==> config.mk <==
export PLATFORM = sky130hd
export DESIGN_NAME = pmbpa_core
export DESIGN_NICKNAME = d
export VERILOG_FILES = /design/src/shared/pmbpa_pkg.sv /design/src/rtl/pmbpa_core.sv
export SDC_FILE = /design/constraint.sdc
export NUM_CORES = 1
export LEC_CHECK = 0
export ABC_CLOCK_PERIOD_IN_PS = 5200
export BUFFER_PORTS_ARGS = -buffer_cell sky130_fd_sc_hd__buf_4
export CORE_ASPECT_RATIO = 2
export CORE_UTILIZATION = 59
export DETAILED_ROUTE_END_ITERATION = 10
export GPL_TIMING_DRIVEN = 0
export PLACE_DENSITY = 0.86
export REMOVE_ABC_BUFFERS = 1
export SYNTH_ARGS = -nofsm -noshare
export SYNTH_HDL_FRONTEND = slang
export SYNTH_SLANG_ARGS = --single-unit
==> constraint.sdc <==
create_clock -name CLK -period 5.2 [get_ports CLK]
set_input_delay 0.78 -clock CLK [delete_from_list [all_inputs] [get_ports CLK]]
set_output_delay 0.78 -clock CLK [all_outputs]
set_load 0.005 [all_outputs]
==> src/shared/pmbpa_pkg.sv <==
/*
 Constants and carrier types for the paged command addressing front end.
 Assumes a transaction-level command port from a bus protocol engine.
*/
package pmbpa_pkg;
    localparam logic [7:0]  CMD_PAGE         = 8'h00;
    localparam logic [7:0]  CMD_WPROT        = 8'h10;
    localparam logic [7:0]  CMD_ALT_CMD      = 8'hC8;
    localparam logic [7:0]  CMD_ALT_DATA0    = 8'hC9;
    localparam logic [7:0]  CMD_ALT_DATA1    = 8'hCA;
    localparam logic [7:0]  CMD_GMASK        = 8'hE4;
    localparam logic [7:0]  CMD_ADDR_BASE    = 8'hE6;
    localparam logic [7:0]  CMD_CLEAR_FAULTS = 8'h03;
    localparam logic [7:0]  CMD_OPERATION    = 8'h01;
    localparam logic [7:0]  CMD_ON_OFF_CFG   = 8'h02;
    localparam logic [7:0]  CMD_STORE_ALL    = 8'h15;
    localparam logic [7:0]  CMD_NVM_UNLOCK   = 8'hBD;
    localparam logic [7:0]  CMD_CLEAR_ENERGY = 8'hCC;
    localparam logic [7:0]  PAGE_ALL         = 8'hFF;
    localparam logic [7:0]  PAGE_LAST        = 8'h03;
    localparam logic [7:0]  PAGE_RESET       = 8'h00;
    localparam logic [7:0]  WPROT_RESET      = 8'h00;
    localparam logic [7:0]  WPROT_LEVEL1     = 8'h80;
    localparam logic [7:0]  WPROT_LEVEL2     = 8'h40;
    localparam logic [7:0]  GMASK_RESET      = 8'h0F;
    localparam logic [7:0]  GMASK_BITS       = 8'h0F;
    localparam logic [7:0]  ADDR_BASE_RESET  = 8'h5C;
    localparam logic [7:0]  ADDR_BASE_BITS   = 8'h7F;
    localparam logic [15:0] WORD_RESET       = 16'h0000;
    localparam logic [3:0]  ADDR_OFS_MAX     = 4'h8;
    localparam int          NUM_CHAN         = 4;
    localparam int          EXP_MSB          = 15;
    localparam int          EXP_LSB          = 11;
    localparam int          MANT_MSB         = 10;
    localparam logic signed [5:0] VOUT_EXP   = -6'sd13;

    // one command from the bus protocol engine
    typedef struct packed {
        logic        valid;
        logic        write;
        logic        paged;
        logic [7:0]  code;
        logic [15:0] data;
    } pmbpa_req_type;

    // routed command toward the channel logic
    typedef struct packed {
        logic        valid;
        logic        write;
        logic [3:0]  chan_sel;
        logic [7:0]  code;
        logic [15:0] data;
    } pmbpa_route_type;

    // exponent-mantissa linear word, split
    typedef struct packed {
        logic signed [4:0]  exponent;
        logic signed [10:0] mantissa;
    } pmbpa_lin_type;
endpackage

==> src/rtl/pmbpa_core.sv <==
/*
 Paged command addressing: page select, global page mask, write protect,
 bus address base and alternate host words; routes paged commands.
 Assumes REQ comes from a protocol engine on CLK; pins are asynchronous.
*/
// Function
// - pages 0..3 route to channels 0..3
// - page FF write hits all masked channels
// - only clear, operation, on/off take global
// - paged read at FF raises fault
// - unsupported global write dropped, raises fault
// - page byte at 0x00, resets 0x00
// - write protect byte 0x10, resets 0x00
// - global mask byte 0xE4, resets 0x0F
// - alternate host words at C8, C9, CA
// - linear word: 5-bit exponent, 11-bit mantissa
// - vout word unsigned, exponent minus thirteen
// - register format fields are bit defined
// - mask bits 3:0 enable channels, 7:4 zero
// - protect levels block writes; pin forces level2
// - address is base plus pin offset, offset capped at 8
`timescale 1ns/1ns
module pmbpa_core (
    input  wire logic                      CLK,        // 125 MHz clock
    input  wire logic                      ARST_N,     // async reset, low
    input  wire pmbpa_pkg::pmbpa_req_type  REQ,        // command from engine
    output logic [15:0]                    RDATA,      // read answer data
    output logic                           RVALID,     // read answer strobe
    output pmbpa_pkg::pmbpa_route_type     ROUTE,      // routed command
    output logic                           CML_FAULT,  // sticky page misuse
    input  wire logic                      FAULT_CLR,  // clear fault status
    input  wire logic                      WP_PIN,     // protect pin, async
    input  wire logic [3:0]                ADDR_OFS,   // address-select offset
    output logic [6:0]                     BUS_ADDR,   // slave address
    output logic [7:0]                     PAGE_SEL,   // current page
    input  wire logic [15:0]               LIN_WORD,   // linear word to split
    output pmbpa_pkg::pmbpa_lin_type       LIN_FIELDS, // exponent and mantissa
    output logic signed [5:0]              VOUT_EXP    // fixed vout exponent
);
    logic                       wp_meta;
    logic                       wp_sync;
    logic [3:0]                 ofs_meta;
    logic [3:0]                 ofs_sync;
    logic [7:0]                 page;
    logic [7:0]                 next_page;
    logic [7:0]                 wprot;
    logic [7:0]                 next_wprot;
    logic [7:0]                 gmask;
    logic [7:0]                 next_gmask;
    logic [7:0]                 abase;
    logic [7:0]                 next_abase;
    logic [15:0]                alt_cmd;
    logic [15:0]                next_alt_cmd;
    logic [15:0]                alt_d0;
    logic [15:0]                next_alt_d0;
    logic [15:0]                alt_d1;
    logic [15:0]                next_alt_d1;
    logic                       fault;
    logic                       next_fault;
    logic [15:0]                next_rdata;
    logic                       next_rvalid;
    pmbpa_pkg::pmbpa_route_type next_route;
    logic                       lvl1;
    logic                       lvl2;
    logic                       wr_ok;
    logic                       global_ok;
    logic                       misuse;
    logic [3:0]                 chan_dec;
    logic [3:0]                 ofs_clip;
    logic [6:0]                 next_bus_addr;
    pmbpa_pkg::pmbpa_lin_type   next_lin;

    // pin synchronisers
    always_ff @(posedge CLK or negedge ARST_N)
    begin
        if (!ARST_N)
        begin
            wp_meta  <= 1'b0;
            wp_sync  <= 1'b0;
            ofs_meta <= 4'h0;
            ofs_sync <= 4'h0;
        end
        else
        begin
            wp_meta  <= WP_PIN;
            wp_sync  <= wp_meta;
            ofs_meta <= ADDR_OFS;
            ofs_sync <= ofs_meta;
        end
    end

    // most restrictive of register and pin
    always_comb
    begin
        lvl1 = (wprot == pmbpa_pkg::WPROT_LEVEL1);
        lvl2 = (wprot == pmbpa_pkg::WPROT_LEVEL2) || wp_sync;
        wr_ok = 1'b1;
        if (lvl1)
        begin
            wr_ok = (REQ.code == pmbpa_pkg::CMD_WPROT)
                 || (REQ.code == pmbpa_pkg::CMD_PAGE)
                 || (REQ.code == pmbpa_pkg::CMD_NVM_UNLOCK)
                 || (REQ.code == pmbpa_pkg::CMD_STORE_ALL);
        end
        else if (lvl2)
        begin
            wr_ok = (REQ.code == pmbpa_pkg::CMD_WPROT)
                 || (REQ.code == pmbpa_pkg::CMD_PAGE)
                 || (REQ.code == pmbpa_pkg::CMD_NVM_UNLOCK)
                 || (REQ.code == pmbpa_pkg::CMD_STORE_ALL)
                 || (REQ.code == pmbpa_pkg::CMD_OPERATION)
                 || (REQ.code == pmbpa_pkg::CMD_ON_OFF_CFG)
                 || (REQ.code == pmbpa_pkg::CMD_ALT_CMD)
                 || (REQ.code == pmbpa_pkg::CMD_GMASK)
                 || (REQ.code == pmbpa_pkg::CMD_CLEAR_ENERGY)
                 || (REQ.code == pmbpa_pkg::CMD_CLEAR_FAULTS);
        end
        global_ok = (REQ.code == pmbpa_pkg::CMD_CLEAR_FAULTS)
                 || (REQ.code == pmbpa_pkg::CMD_OPERATION)
                 || (REQ.code == pmbpa_pkg::CMD_ON_OFF_CFG);
        misuse = REQ.valid && REQ.paged && (page == pmbpa_pkg::PAGE_ALL)
              && (!REQ.write || !global_ok);
        chan_dec = 4'h0;
        if (page == pmbpa_pkg::PAGE_ALL)
        begin
            chan_dec = gmask[3:0];
        end
        else if (page <= pmbpa_pkg::PAGE_LAST)
        begin
            chan_dec = 4'h1 << page[1:0];
        end
    end

    // register writes and routing
    always_comb
    begin
        next_page    = page;
        next_wprot   = wprot;
        next_gmask   = gmask;
        next_abase   = abase;
        next_alt_cmd = alt_cmd;
        next_alt_d0  = alt_d0;
        next_alt_d1  = alt_d1;
        next_rdata   = RDATA;
        next_rvalid  = 1'b0;
        next_route   = '0;
        next_fault   = fault;
        if (FAULT_CLR)
        begin
            next_fault = 1'b0;
        end
        if (misuse)
        begin
            next_fault = 1'b1;
        end
        if (REQ.valid && REQ.write && wr_ok && !REQ.paged)
        begin
            unique case (REQ.code)
                pmbpa_pkg::CMD_PAGE:      next_page    = REQ.data[7:0];
                pmbpa_pkg::CMD_WPROT:     next_wprot   = REQ.data[7:0];
                pmbpa_pkg::CMD_GMASK:
                    next_gmask = REQ.data[7:0] & pmbpa_pkg::GMASK_BITS;
                pmbpa_pkg::CMD_ADDR_BASE:
                    next_abase = REQ.data[7:0] & pmbpa_pkg::ADDR_BASE_BITS;
                pmbpa_pkg::CMD_ALT_CMD:   next_alt_cmd = REQ.data;
                pmbpa_pkg::CMD_ALT_DATA0: next_alt_d0  = REQ.data;
                pmbpa_pkg::CMD_ALT_DATA1: next_alt_d1  = REQ.data;
                default:                  next_page    = page;
            endcase
        end
        if (REQ.valid && !REQ.write && !REQ.paged)
        begin
            next_rvalid = 1'b1;
            unique case (REQ.code)
                pmbpa_pkg::CMD_PAGE:      next_rdata = {8'h00, page};
                pmbpa_pkg::CMD_WPROT:     next_rdata = {8'h00, wprot};
                pmbpa_pkg::CMD_GMASK:     next_rdata = {8'h00, gmask};
                pmbpa_pkg::CMD_ADDR_BASE: next_rdata = {8'h00, abase};
                pmbpa_pkg::CMD_ALT_CMD:   next_rdata = alt_cmd;
                pmbpa_pkg::CMD_ALT_DATA0: next_rdata = alt_d0;
                pmbpa_pkg::CMD_ALT_DATA1: next_rdata = alt_d1;
                default:                  next_rdata = pmbpa_pkg::WORD_RESET;
            endcase
        end
        if (REQ.valid && REQ.paged && !misuse && (!REQ.write || wr_ok))
        begin
            next_route.valid    = (chan_dec != 4'h0);
            next_route.write    = REQ.write;
            next_route.chan_sel = chan_dec;
            next_route.code     = REQ.code;
            next_route.data     = REQ.data;
        end
        if (misuse && !REQ.write)
        begin
            next_rvalid = 1'b1;
            next_rdata  = pmbpa_pkg::WORD_RESET;
        end
    end

    always_ff @(posedge CLK or negedge ARST_N)
    begin
        if (!ARST_N)
        begin
            page    <= pmbpa_pkg::PAGE_RESET;
            wprot   <= pmbpa_pkg::WPROT_RESET;
            gmask   <= pmbpa_pkg::GMASK_RESET;
            abase   <= pmbpa_pkg::ADDR_BASE_RESET;
            alt_cmd <= pmbpa_pkg::WORD_RESET;
            alt_d0  <= pmbpa_pkg::WORD_RESET;
            alt_d1  <= pmbpa_pkg::WORD_RESET;
            fault   <= 1'b0;
            RDATA   <= pmbpa_pkg::WORD_RESET;
            RVALID  <= 1'b0;
            ROUTE   <= '0;
            BUS_ADDR   <= pmbpa_pkg::ADDR_BASE_RESET[6:0];
            LIN_FIELDS <= '0;
        end
        else
        begin
            page    <= next_page;
            wprot   <= next_wprot;
            gmask   <= next_gmask;
            abase   <= next_abase;
            alt_cmd <= next_alt_cmd;
            alt_d0  <= next_alt_d0;
            alt_d1  <= next_alt_d1;
            fault   <= next_fault;
            RDATA   <= next_rdata;
            RVALID  <= next_rvalid;
            ROUTE   <= next_route;
            BUS_ADDR   <= next_bus_addr;
            LIN_FIELDS <= next_lin;
        end
    end

    always_comb
    begin
        ofs_clip = (ofs_sync > pmbpa_pkg::ADDR_OFS_MAX) ? pmbpa_pkg::ADDR_OFS_MAX : ofs_sync;
        next_bus_addr = abase[6:0] + {3'b000, ofs_clip};
        next_lin = LIN_WORD;
    end

    assign PAGE_SEL   = page;
    assign CML_FAULT  = fault;
    assign VOUT_EXP   = pmbpa_pkg::VOUT_EXP;

    AST_MISUSE_FAULT: assert property (@(posedge CLK) disable iff (!ARST_N)
        misuse |=> CML_FAULT) else $error("misuse did not set fault");
    AST_GLOBAL_READ_NO_ROUTE: assert property (@(posedge CLK) disable iff (!ARST_N)
        (REQ.valid && REQ.paged && !REQ.write && page == pmbpa_pkg::PAGE_ALL)
        |=> !ROUTE.valid && RVALID) else $error("global read routed");
    AST_BAD_GLOBAL_WRITE: assert property (@(posedge CLK) disable iff (!ARST_N)
        (REQ.valid && REQ.paged && REQ.write && page == pmbpa_pkg::PAGE_ALL && !global_ok)
        |=> !ROUTE.valid) else $error("unsupported global write routed");
    AST_GLOBAL_MASK: assert property (@(posedge CLK) disable iff (!ARST_N)
        (REQ.valid && REQ.paged && REQ.write && page == pmbpa_pkg::PAGE_ALL && global_ok
         && wr_ok && gmask != 8'h00)
        |=> ROUTE.valid && ROUTE.chan_sel == $past(gmask[3:0])) else $error("mask route");
    AST_PAGE_ROUTE: assert property (@(posedge CLK) disable iff (!ARST_N)
        (REQ.valid && REQ.paged && page <= pmbpa_pkg::PAGE_LAST && (!REQ.write || wr_ok))
        |=> ROUTE.valid && ROUTE.chan_sel == (4'h1 << $past(page[1:0])))
        else $error("page route");
    AST_PAGE_WRITE: assert property (@(posedge CLK) disable iff (!ARST_N)
        (REQ.valid && REQ.write && !REQ.paged && REQ.code == pmbpa_pkg::CMD_PAGE)
        |=> PAGE_SEL == $past(REQ.data[7:0])) else $error("page not updated");
    AST_MASK_HIGH_ZERO: assert property (@(posedge CLK) disable iff (!ARST_N)
        gmask[7:4] == 4'h0 && abase[7] == 1'b0) else $error("reserved bits set");
    AST_LEVEL1_BLOCK: assert property (@(posedge CLK) disable iff (!ARST_N)
        (REQ.valid && REQ.write && !REQ.paged && lvl1 && REQ.code == pmbpa_pkg::CMD_GMASK)
        |=> $stable(gmask)) else $error("level1 write passed");
endmodule

* Yosys cells after proc, flatten, opt, wreduce, memory -nomap -nowiden
Index checks and enable logic that the tools add are counted.
Word-level totals: logic and storage cells 94, output and inout port bits 85, register bits after elaboration 156
Cells by class: shift-type cells 1, add/subtract/negate cells 1, eq/ne operators 15, reduce and logical (&&, ||, !) cells 40, mux-type cells 13, order comparisons 2
Operators by type and width (count):
- 16-bit one-hot mux with 7 select lines | 1
- 8-bit == test, second input constant | 9
- 16-bit 2-to-1 mux | 2
- 30-bit 2-to-1 mux | 1
- 8-bit by 2-bit == test with 1-bit output, second input constant | 2
- 8-bit by 5-bit == test with 1-bit output, second input constant | 2
- 1-bit logical OR | 14
- 2-bit AND reduction | 7
- 4-bit 2-to-1 mux | 3
- 1-bit logical AND | 11
- 8-bit by 1-bit == test with 1-bit output, second input constant | 1
- 8-bit by 7-bit == test with 1-bit output, second input constant | 1
- 8-bit by 2-bit less-or-equal comparator with 1-bit output, second input constant | 1
- 8-bit logical NOT | 1
- 7-bit by 4-bit adder with 7-bit output | 1
- 1-bit 2-to-1 mux | 6
- 4-bit greater-than comparator, second input constant | 1
- 1-bit logical NOT | 4
- 2-bit nonzero test | 2
- 4-bit nonzero test | 1
- 1-bit by 2-bit left shift with 4-bit output, first input constant | 1

* Logic depth before layout (Yosys ltp)
word-level depth 15, mapped depth 9

* Least setup slack after synthesis
OpenSTA, ideal clock, no wires.
path type in2reg, start point input REQ[19] (netlist name), end point register alt_cmd[10], buffers on the path 1, stages 6, setup time 0.125 ns, slack 2.703 ns, arrival 2.372 ns, data required time 5.075 ns, cells stage by stage nor4_4 -> nand2_2 -> o311ai_4 -> o2111ai_4 -> buf_6 -> mux2_4
On the way: word-level cells in the longest chain between the ends 15
Ends and longest elaborated chain:
- start, declared | RTL line pmbpa_core.sv:26 | input wire pmbpa_pkg::pmbpa_req_type REQ,
- 8-bit by 5-bit == test with 1-bit output or 8-bit logical NOT (tied branches)
- 1-bit logical OR | RTL line pmbpa_core.sv:101, pmbpa_core.sv:108
- 1-bit logical OR | RTL line pmbpa_core.sv:102, pmbpa_core.sv:109
- 1-bit logical OR | RTL line pmbpa_core.sv:103, pmbpa_core.sv:110
- 1-bit logical OR | RTL line pmbpa_core.sv:111 | || (REQ.code == pmbpa_pkg::CMD_OPERATION)
- 1-bit logical OR | RTL line pmbpa_core.sv:112 | || (REQ.code == pmbpa_pkg::CMD_ON_OFF_CFG)
- 1-bit logical OR | RTL line pmbpa_core.sv:113 | || (REQ.code == pmbpa_pkg::CMD_ALT_CMD)
- 1-bit logical OR | RTL line pmbpa_core.sv:114 | || (REQ.code == pmbpa_pkg::CMD_GMASK)
- 1-bit logical OR | RTL line pmbpa_core.sv:115 | || (REQ.code == pmbpa_pkg::CMD_CLEAR_ENERGY)
- 1-bit logical OR | RTL line pmbpa_core.sv:116 | || (REQ.code == pmbpa_pkg::CMD_CLEAR_FAULTS);
- 1-bit 2-to-1 mux | RTL line pmbpa_core.sv:105 | else if (lvl2)
- 1-bit 2-to-1 mux | RTL line pmbpa_core.sv:98 | if (lvl1)
- 1-bit logical AND (2 in series) | RTL line pmbpa_core.sv:156 | if (REQ.valid && REQ.write && wr_ok && !REQ.paged)
- 2-bit AND reduction (no source line) (*)
- end signal, assigned | RTL line pmbpa_core.sv:208 | alt_cmd <= pmbpa_pkg::WORD_RESET;
- end signal, assigned | RTL line pmbpa_core.sv:224 | alt_cmd <= next_alt_cmd;
- end, declared | RTL line pmbpa_core.sv:52 | logic [15:0] alt_cmd;
Mark *: on every way between the ends. The rest lies on a longest branch, timed or not. A chain may end at the register's enable or synchronous reset.

==> results.toml <==
[synthesis]
synthSimpleGateAreaFrac_pct = 9.97
synth-seq-cells = 156
synth-compound-area-share_pct = 8.96
ys_types = 61
synth_mux_area_share_pct = 16.7
synth.largest_area_cell = "dfrtp_1"
synthXorXnorAreaFrac_pct = 0.666
synth-warning-count = 0
yosysMostFrequentCell = "dfrtp_1"
synth_top_area_share_pct = 54.8
synth.avg_cell_area_um2 = 13.6
syn_inst = 483
synth_edf_count = 0
synth_common_cells = "dfrtp_1, mux2_2, nand2_1, nor3b_1, o21ai_0"
synth_top_family_by_area = "multiplexers"
synth_area_leaders = "dfrtp_1, mux2_2, dfstp_2, mux2_4, nor3b_1"
synth_seq_area_share_pct = 59.6
synthAdderAreaFrac_pct = 1.07
synth-main-ff-cell = "dfrtp_1"
netlist_area_um2 = 6580
ys_async_sr_fraction_pct = 100

[timing]
finalMaxSlewViolations = 0
fin_crit_sh_pct = 60.0
setup_ws_ns = 2.08
clock_skew_ns = 0.0134
period_needed_ns = 3.12
finalSetupViolations = 0
hold_viol_final = 0
grt_setup_unrepaired = "false"
slew_headroom_pct = 8.49
fmax_ghz = 0.321
tightest_slew_ns = 1.37

[setup_path]
arrival_ns = 3.41
rrSetupSlack_ns = 2.42
worstSetupStartpointType = "primary input"
reg2reg_depth = 5
crit_required_ns = 5.49
reg2reg_to = "ROUTE[7]"
worst_setup_path_end_kind = "flop"
critPathLaunch = "REQ[20]"
critPathKind = "in -> reg"
critical_path.reg2reg.startpoint = "PAGE_SEL[1]"
worstPathMaxFanout = 30

[finish]
drive_above_1_share_pct = 42.6
fillers = 660
fin_cells = 762
synthToLayoutAreaGrowth_pct = 25.5
nNetsFinal = 665
fin_util_pct = 75.9
diodes = 0

[detailed_routing]
vias_per_cell = 6.01
firstDrtPassIters = 5
final_antenna_net_count = 0
dr.first_iter.drc_count = 302
wire_per_inst_um = 21.7
via_count = 4578
drc = 0
drt_wl_total_mm = 16.5

[clocking]
cts_num_sinks = 156
cts_tree = "built"
postCtsSetupBuffers = 0
cts_hold_buf = 0
cts_buffers = 17
cts_buffer_depth = 2
htreeDepth = 4
cts_resized = 0
cts-root-buf = "clkbuf_16"
clock_latency_ns = 0.43
clk_pin_slew_ns = 0.06

[placement]
dpl.cell_count = 730
hpwl_mm = 11.0
io_buffers = 129
place.gp.congestion = 0.932
pre_cts_slack_ns = 1.68

[power_and_ir_drop]
power.leakage_nw = 4.11
powerDensity_nw_per_um2 = 322
ir_drop_uv = 304

[global_routing]
grt.overflow.total = 0
antenna_found_initial = 0
gr-usage-all-layers_pct = 29.8
grt_pass1_wl_mm = 25.4
grt_max_degree = 93
grt_pass1_vias = 4842

[min_path]
hp-class = "in -> async"

[job]
drv_cap = 0

[floorplanning]
io_pins = 136
die-area_um2 = 11600
start_util_pct = 60.5
die_y_um = 151
die_w_um = 76.7
rows = 54
coreArea_um2 = 10900

[status]
status = "completed"
## cell families after synthesis
kind of cell             count (synthesis)
flip-flops                             156
other                                    2
multiplexers                            93
buffers and inverters                   40
AND/OR/NAND/NOR                        110
adder cells (fa/ha/maj)                  5
AO/OA/AOI/OAI                           72
XOR/XNOR                                 5
## power breakdown
part,switching (mW),internal [mW]
clock network,0.481,0.756
registers,0.0116,1.24
logic,0.0978,0.0744
## how the worst max path moves through the flow
stage           endpoint  cells past startpoint
2_1_floorplan  ROUTE[24]                      5
3_3_place_gp   ROUTE[29]                      6
3_5_place_dp    ROUTE[7]                      6
4_1_cts         ROUTE[7]                      6
5_1_grt         ROUTE[7]                      6
6_report        ROUTE[7]                      6
## sequential cells by signal (all words and copies together), names as in the netlist, 8 cells and up
name and cells:
RDATA 16, wprot 8, alt_d1 16, ROUTE 30, PAGE_SEL 8, alt_cmd 16, alt_d0 16, LIN_FIELDS 16
## placed cells by master (no fill, tap or decap), types with 3 or more instances in the layout
cell	n
a221oi_1	5
and3_1	7
nand2_1	27
o2bb2ai_1	4
nand2b_1	3
a21oi_1	4
o21ai_0	24
mux2_2	55
nor3b_1	25
a32o_1	5
a22o_1	8
nor2_1	7
dfstp_2	12
mux2i_1	18
ha_1	4
inv_1	10
nor3_1	6
nand3_1	10
xnor2_1	3
nor2b_1	5
clkbuf_8	4
buf_6	3
mux2_4	20
clkbuf_16	17
conb_1	6
dfrtp_1	144
buf_4	128
clkinv_2	4
## layer usage
| metal | global-route usage [%] | vias up | share of wire (%) |
|---|---|---|---|
| met5 | 0 | - | 0 |
| met4 | 16.3 | 0 | 3.1 |
| met3 | 5.42 | 49 | 5.1 |
| met2 | 54.9 | 212 | 57 |
| met1 | 31.8 | 2330 | 35 |
| li1 | - | 1987 | - |
## final cells by class
class | instances | area [µm²] | area share, %
Sequential cell | 156 | 3920 | 47.5
Multi-Input combinational cell | 291 | 2490 | 30.2
Timing Repair Buffer | 133 | 1040 | 12.6
Clock buffer | 22 | 484 | 5.86
Tap cell | 140 | 175 | 2.12
Clock inverter | 10 | 113 | 1.36
Inverter | 10 | 37.5 | 0.455
## worst max-delay path, stage by stage
cell	delay [ns]
buf_4	0.19
nor4_4	0.40
nand2_2	0.13
o21ai_0	0.29
nand3_1	0.99
nor3b_1	0.61
## metrics by stage
step / TNS, ns / area [µm²] / hold slack, ns / power, mW
floorplan: 0 / 6440 / 0.331 / 1.32
finish: 0 / 8260 / 0.346 / 2.66
global route: 0 / 8260 / 0.354 / 2.73
CTS: 0 / 8260 / 0.351 / 2.67
detailed placement: 0 / 7660 / 0.335 / 1.45
global placement: -3.94 / 7580 / 0.333 / 1.43
No activity file was read; power rests on OpenSTA's default activity.
